===== src/unused_removed.sv =====
`timescale 1ns/1ps


===== src/tap_pkg.sv =====
// What this block does
// - tap controller is a sixteen-state machine steered by mode select
// - instruction register is six bits wide and selects test and data path
// - five dedicated test pins: clock, mode select, data in, data out, reset
// - active-low test reset forces reset state without a test clock edge
// - mode select and data in are sampled on rising test clock edges
// - serial data out changes on falling test clock edges
// - data out is released except in shift-dr and shift-ir
// - five rising edges with mode select high reach test-logic-reset
// - data in feeds the selected register: scan chain, instruction, id, bypass
// - port follows 1149.1 and gives scan access to dc-coupled pins
// - no ac-coupled test mode; no time-varying test signal generated
// - tester can read an identification value through an id register
// - instruction shifts on rising edges, takes effect only in update-ir
// - bypass, scan chain and id register sit in parallel, instruction selects
// - all-zero opcode is external test, drives latched scan values onto pins
package tap_pkg;
  localparam int IR_W = 6;
  localparam int ID_W = 32;
  localparam logic [IR_W-1:0] OP_EXTEST = 6'h00;
  localparam logic [IR_W-1:0] OP_SAMPLE = 6'h01;
  localparam logic [IR_W-1:0] OP_IDCODE = 6'h02;
  localparam logic [IR_W-1:0] OP_BYPASS = 6'h3F;
  localparam logic [IR_W-1:0] IR_CAPTURE = 6'h01;
  // arbitrary neutral identification value, lsb set as customary
  localparam logic [ID_W-1:0] ID_VALUE = 32'h00000001;

  typedef enum logic [15:0] {
    st_reset = 16'h0001,
    st_idle = 16'h0002,
    st_sel_dr = 16'h0004,
    st_cap_dr = 16'h0008,
    st_shift_dr = 16'h0010,
    st_exit1_dr = 16'h0020,
    st_pause_dr = 16'h0040,
    st_exit2_dr = 16'h0080,
    st_upd_dr = 16'h0100,
    st_sel_ir = 16'h0200,
    st_cap_ir = 16'h0400,
    st_shift_ir = 16'h0800,
    st_exit1_ir = 16'h1000,
    st_pause_ir = 16'h2000,
    st_exit2_ir = 16'h4000,
    st_upd_ir = 16'h8000
  } tap_state_t;
endpackage


===== src/tap_ctrl.sv =====
`timescale 1ns/1ps
module tap_ctrl #(
  parameter int CHAIN_LEN = 16
) (
  input wire logic core_clk,
  input wire logic rst,
  input wire logic tck,
  input wire logic tms,
  input wire logic tdi,
  input wire logic trst_n,
  output logic tdo,
  output logic tdo_oe,
  input wire logic [CHAIN_LEN-1:0] pin_capture,
  input wire logic [CHAIN_LEN-1:0] core_out,
  output logic [CHAIN_LEN-1:0] pin_out,
  output logic extest_active,
  output tap_pkg::tap_state_t tap_state,
  output logic [tap_pkg::IR_W-1:0] instr
);
  import tap_pkg::*;

  typedef struct packed {
    logic [3:0] s1;
    logic [3:0] s2;
    logic [CHAIN_LEN-1:0] cap_s1;
    logic [CHAIN_LEN-1:0] cap_s2;
    logic tck_prev;
    tap_state_t state;
    logic [IR_W-1:0] ir_shift;
    logic [IR_W-1:0] ir;
    logic [CHAIN_LEN-1:0] chain_shift;
    logic [CHAIN_LEN-1:0] chain_latch;
    logic [ID_W-1:0] id_shift;
    logic bypass;
    logic tdo;
    logic tdo_oe;
  } tap_regs_t;

  tap_regs_t r_reg;
  tap_regs_t r_next;

  // ----------------------------------------------------------------
  // next-state logic
  // ----------------------------------------------------------------
  function automatic tap_state_t step(input tap_state_t s, input logic m);
    tap_state_t n;
    n = st_reset;
    case (s)
      st_reset: n = m ? st_reset : st_idle;
      st_idle: n = m ? st_sel_dr : st_idle;
      st_sel_dr: n = m ? st_sel_ir : st_cap_dr;
      st_cap_dr: n = m ? st_exit1_dr : st_shift_dr;
      st_shift_dr: n = m ? st_exit1_dr : st_shift_dr;
      st_exit1_dr: n = m ? st_upd_dr : st_pause_dr;
      st_pause_dr: n = m ? st_exit2_dr : st_pause_dr;
      st_exit2_dr: n = m ? st_upd_dr : st_shift_dr;
      st_upd_dr: n = m ? st_sel_dr : st_idle;
      st_sel_ir: n = m ? st_reset : st_cap_ir;
      st_cap_ir: n = m ? st_exit1_ir : st_shift_ir;
      st_shift_ir: n = m ? st_exit1_ir : st_shift_ir;
      st_exit1_ir: n = m ? st_upd_ir : st_pause_ir;
      st_pause_ir: n = m ? st_exit2_ir : st_pause_ir;
      st_exit2_ir: n = m ? st_upd_ir : st_shift_ir;
      st_upd_ir: n = m ? st_sel_dr : st_idle;
      default: n = st_reset;
    endcase
    return n;
  endfunction

  logic tck_s;
  logic tms_s;
  logic tdi_s;
  logic trst_s_n;
  logic rise;
  logic fall;
  logic sel_chain;
  logic sel_id;
  logic dr_out;

  assign tck_s = r_reg.s2[0];
  assign tms_s = r_reg.s2[1];
  assign tdi_s = r_reg.s2[2];
  assign trst_s_n = r_reg.s2[3];
  assign rise = tck_s & ~r_reg.tck_prev;
  assign fall = ~tck_s & r_reg.tck_prev;
  // only one data register on the path at a time
  assign sel_chain = (r_reg.ir == OP_EXTEST) || (r_reg.ir == OP_SAMPLE);
  assign sel_id = (r_reg.ir == OP_IDCODE);
  assign dr_out = sel_chain ? r_reg.chain_shift[0] :
                  sel_id ? r_reg.id_shift[0] : r_reg.bypass;

  // ----------------------------------------------------------------
  // combinational update of the whole state
  // ----------------------------------------------------------------
  always_comb begin
    r_next = r_reg;
    r_next.s1 = {trst_n, tdi, tms, tck};
    r_next.s2 = r_reg.s1;
    // pad values are asynchronous to core_clk
    r_next.cap_s1 = pin_capture;
    r_next.cap_s2 = r_reg.cap_s1;
    r_next.tck_prev = tck_s;
    if (!trst_s_n) begin
      // test reset acts with no test clock edge
      r_next.state = st_reset;
      r_next.ir = OP_IDCODE;
      r_next.tdo_oe = 1'b0;
    end else begin
      if (rise) begin
        r_next.state = step(r_reg.state, tms_s);
        case (r_reg.state)
          st_cap_ir: r_next.ir_shift = IR_CAPTURE;
          st_shift_ir: r_next.ir_shift = {tdi_s, r_reg.ir_shift[IR_W-1:1]};
          st_cap_dr: begin
            r_next.chain_shift = r_reg.cap_s2;
            r_next.id_shift = ID_VALUE;
            r_next.bypass = 1'b0;
          end
          st_shift_dr: begin
            // data in feeds only the selected register
            if (sel_chain) begin
              r_next.chain_shift = {tdi_s, r_reg.chain_shift[CHAIN_LEN-1:1]};
            end else if (sel_id) begin
              r_next.id_shift = {tdi_s, r_reg.id_shift[ID_W-1:1]};
            end else begin
              r_next.bypass = tdi_s;
            end
          end
          default: begin
          end
        endcase
      end
      if (fall) begin
        case (r_reg.state)
          st_reset: r_next.ir = OP_IDCODE;
          st_upd_ir: r_next.ir = r_reg.ir_shift;
          st_upd_dr: begin
            if (sel_chain) begin
              r_next.chain_latch = r_reg.chain_shift;
            end
          end
          default: begin
          end
        endcase
        if (r_reg.state == st_shift_ir) begin
          r_next.tdo = r_reg.ir_shift[0];
          r_next.tdo_oe = 1'b1;
        end else if (r_reg.state == st_shift_dr) begin
          r_next.tdo = dr_out;
          r_next.tdo_oe = 1'b1;
        end else begin
          r_next.tdo_oe = 1'b0;
        end
      end
    end
  end

  // ----------------------------------------------------------------
  // state register
  // ----------------------------------------------------------------
  always_ff @(posedge core_clk) begin
    if (rst) begin
      r_reg.s1 <= 4'hF;
      r_reg.s2 <= 4'hF;
      r_reg.cap_s1 <= '0;
      r_reg.cap_s2 <= '0;
      r_reg.tck_prev <= 1'b1;
      r_reg.state <= st_reset;
      r_reg.ir_shift <= IR_CAPTURE;
      r_reg.ir <= OP_IDCODE;
      r_reg.chain_shift <= '0;
      r_reg.chain_latch <= '0;
      r_reg.id_shift <= '0;
      r_reg.bypass <= 1'b0;
      r_reg.tdo <= 1'b0;
      r_reg.tdo_oe <= 1'b0;
    end else begin
      r_reg <= r_next;
    end
  end

  // ----------------------------------------------------------------
  // outputs
  // ----------------------------------------------------------------
  // dc pins only; no ac test signal is generated for coupled pins
  assign extest_active = (r_reg.ir == OP_EXTEST);
  assign pin_out = extest_active ? r_reg.chain_latch : core_out;
  assign tdo = r_reg.tdo;
  assign tdo_oe = r_reg.tdo_oe;
  assign tap_state = r_reg.state;
  assign instr = r_reg.ir;
endmodule


===== config.mk =====
export PLATFORM = sky130hd
export DESIGN_NAME = tap_ctrl
export DESIGN_NICKNAME = d
export VERILOG_FILES = /design/src/unused_removed.sv /design/src/tap_pkg.sv /design/src/tap_ctrl.sv
export SDC_FILE = /design/constraint.sdc
export NUM_CORES = 1
export LEC_CHECK = 0
export ABC_CLOCK_PERIOD_IN_PS = 3130
export BUFFER_PORTS_ARGS = -buffer_cell sky130_fd_sc_hd__buf_4
export CAP_MARGIN = 20
export CELL_PAD_IN_SITES_DETAIL_PLACEMENT = 1
export CELL_PAD_IN_SITES_GLOBAL_PLACEMENT = 1
export CORE_UTILIZATION = 43
export DETAILED_ROUTE_END_ITERATION = 8
export MAX_ROUTING_LAYER = met4
export PLACE_DENSITY_LB_ADDON = 0.1
export SLEW_MARGIN = 25
export SYNTH_ARGS = -nofsm -noshare
export SYNTH_HDL_FRONTEND = slang
export SYNTH_SLANG_ARGS = --single-unit

===== constraint.sdc =====
create_clock -name core_clk -period 3.13 [get_ports core_clk]
set_input_delay 0.4695 -clock core_clk [delete_from_list [all_inputs] [get_ports core_clk]]
set_output_delay 0.4695 -clock core_clk [all_outputs]
set_load 0.02 [all_outputs]

==> results.yml <==
route:
  vias: 4451
  routedWlPerCell_um: 15.8
  wl_mm: 13.1
  drt_pass1_iterations: 4
  ant_nets: 0
  via_per_inst: 5.35
  drc: 0
  drt-initial-drc-count: 245
cts:
  cts_setup_buffers: 0
  root_buffer: "clkbuf_16"
  htreeDepth: 4
  clk_latency_ps: 420
  clkSinkCount: 136
  post_cts_resized: 1
  cts_hold_buf: 0
  cts_buffer_depth: 2
  clk_pin_slew_worst_paths_ps: 60
  numCtsBuffers: 17
  cts_tree: "built"
synthesis:
  avgSynthCellArea_um2: 9.28
  ys_warn_count: 0
  async_flop_share_pct: 0
  ys_seq_area_share_pct: 49.0
  synth.area.top_cells: "dfxtp_1, nor2_1, a22oi_1, nor2b_1, mux2_2"
  ys_types: 51
  synth.largest_area_cell: "dfxtp_1"
  synth_nets: 637
  syn_inst: 599
  synth_enable_flop_cells: 0
  synth_top_cell_area_share_pct: 49.0
  ys_ff_latch: 136
  synth_area_um2: 5560
  yosys_most_used_dff: "dfxtp_1"
finish:
  layout-drive-gt1-share_pct: 24.5
  largest_register_ffs: 91
  post-route-util_pct: 53.1
  layout_common_cells: "dfxtp_1, nor2_1, buf_4, a22oi_1"
  final_common_cell: "dfxtp_1"
  antennaDiodeCount: 0
  areaGrowthSynthToFinish_pct: 20.5
  fin_nets: 685
  fillers: 1436
grt:
  antenna_found_initial: 0
  grt_pass1_wl_mm: 21.6
  grtUsageMet1_pct: 27.0
  overflow: 0
  grt_pass1_vias: 4328
  top_usage_layer: "met2"
  grtUsageMet2_pct: 34.5
  grt.total_usage_pct: 21.6
  grt_max_degree: 114
  use_met3_pct: 4.81
setup_path:
  cpPeakStageDelay_ps: 590
  path_delay_family: "simple AND/OR/NAND/NOR gates"
  cp_max_fo: 17
  cp_cell_sequence: "or4_4 > nor2_2 > inv_1 > nor2_1 > buf_6 > mux2_2 > buf_4"
  crit_type: "reg2out"
  critical_path_required_ps: 2660
  cpMaxStageDelayCell: "or4_4"
  cp-end-kind: "primary output"
  critical_path_arrival_ps: 2480
  cp.buffers_inverters: 3
  worst_setup_path_start_kind: "flop"
power_and_ir_drop:
  ir_worst_vdd_uv: 340
  p_int_uw: 3040
  clockPowerShare_pct: 50.4
  power.density_nw_per_um2: 574
  seq_power_share_pct: 45.9
  combPwrFrac_pct: 3.7
  p_sw_share_pct: 21.1
  switchingPower_uw: 813
  p_leak_uw: 0.00246
job:
  maxCapViolCount: 0
floorplan:
  fp.dieW_um: 116
  start_util_pct: 44.1
  core_area_um2: 12600
  die-area_um2: 13400
  row_count: 41
  ios: 79
  die_y_um: 116
worst_hold_path:
  hold_class: "in2reg"
status:
  status: "complete, no violations"
placed_design:
  place.gp.congestion: 0.846
  place_hpwl_mm: 8.81
  port_buffers: 78
timing:
  hold_viol_final: 0
  min_period_ps: 2950
  slew_headroom_pct: 44.9
  max_slew.worst_pin.slew_ps: 826
  tns_ps: 0
  grt_setup_unrepaired: "false"
  hold-worst-slack_ps: 237
  finalClockSkew_ps: 5.85
  slew_violations: 0
  max_freq_mhz: 339
  setup_violations: 0
  period_share_pct: 94.3
==> per-layer routing <==
layer	vias up	part of all wire, %	wire (um)
li1	2190	-	-
met1	2149	46	6050
met2	95	48	6300
met3	17	4.3	562
met4	0	1.6	208
met5	-	0	0
==> cell usage after synthesis, types with 7 or more instances <==
cell type,n
o21ai_0,7
nor3_1,9
or2_2,9
buf_2,7
dfxtp_1,136
nor2_1,94
nor4_1,7
mux2_2,16
buf_4,23
clkbuf_1,28
mux2i_1,16
a22oi_1,40
nand2_1,36
nor2b_1,36
a311oi_1,17
nand3_1,25
a21oi_1,21
==> per-stage QoR <==
step           cells  area (um^2)  setup slack [ps]  power, uW
6_report         832         6700               179       3850
5_1_grt          832         6700              42.2       3980
4_1_cts          832         6690              8.74       3890
3_5_place_dp     800         6100               262       1950
3_3_place_gp     800         6100               362       1940
2_1_floorplan    599         5560               376       1880
==> area by class of cell <==
class | instances | area, um^2 | share of cell area [%]
timing repair buffer | 93 | 706 | 10.5
inverter | 6 | 22.5 | 0.336
sequential | 136 | 2720 | 40.6
clock inverter | 12 | 126 | 1.89
clock buffer | 20 | 457 | 6.81
tap | 172 | 215 | 3.21
multi-input combinational | 393 | 2450 | 36.6
==> path summary, 6_finish.rpt <==
check / slack [ps] / end / from / cells past startpoint
worst min register to register: 410 / r_reg[129] / r_next[129] / 1
worst max register to register: 230 / r_reg[5] / tap_state[12] / 5
worst min-delay path: 240 / r_next[128] / tck / 2
worst max-delay path: 180 / pin_out[11] / instr[2] / 7
==> cell families after synthesis <==
family                    count (synthesis)  synth area share [%]
AOI/OAI and AO/OA                       101                  13.3
xor gates and xnor gates                  5                 0.788
buffers and inverters                    70                  7.24
DFF                                     136                  49.0
muxes                                    32                  6.12
and+or+nand+nor                         255                  23.6
==> power by group through the flow <==
| stage | sequential, uW | combinational, uW | clock (uW) |
|---|---|---|---|
| detailed placement | 1810 | 143 | 0 |
| global route | 1770 | 155 | 2050 |
| finish | 1770 | 141 | 1940 |
| CTS | 1770 | 143 | 1980 |
| global placement | 1810 | 139 | 0 |
| floorplan | 1800 | 77.7 | 0 |
No activity file was read; power rests on OpenSTA's default activity.
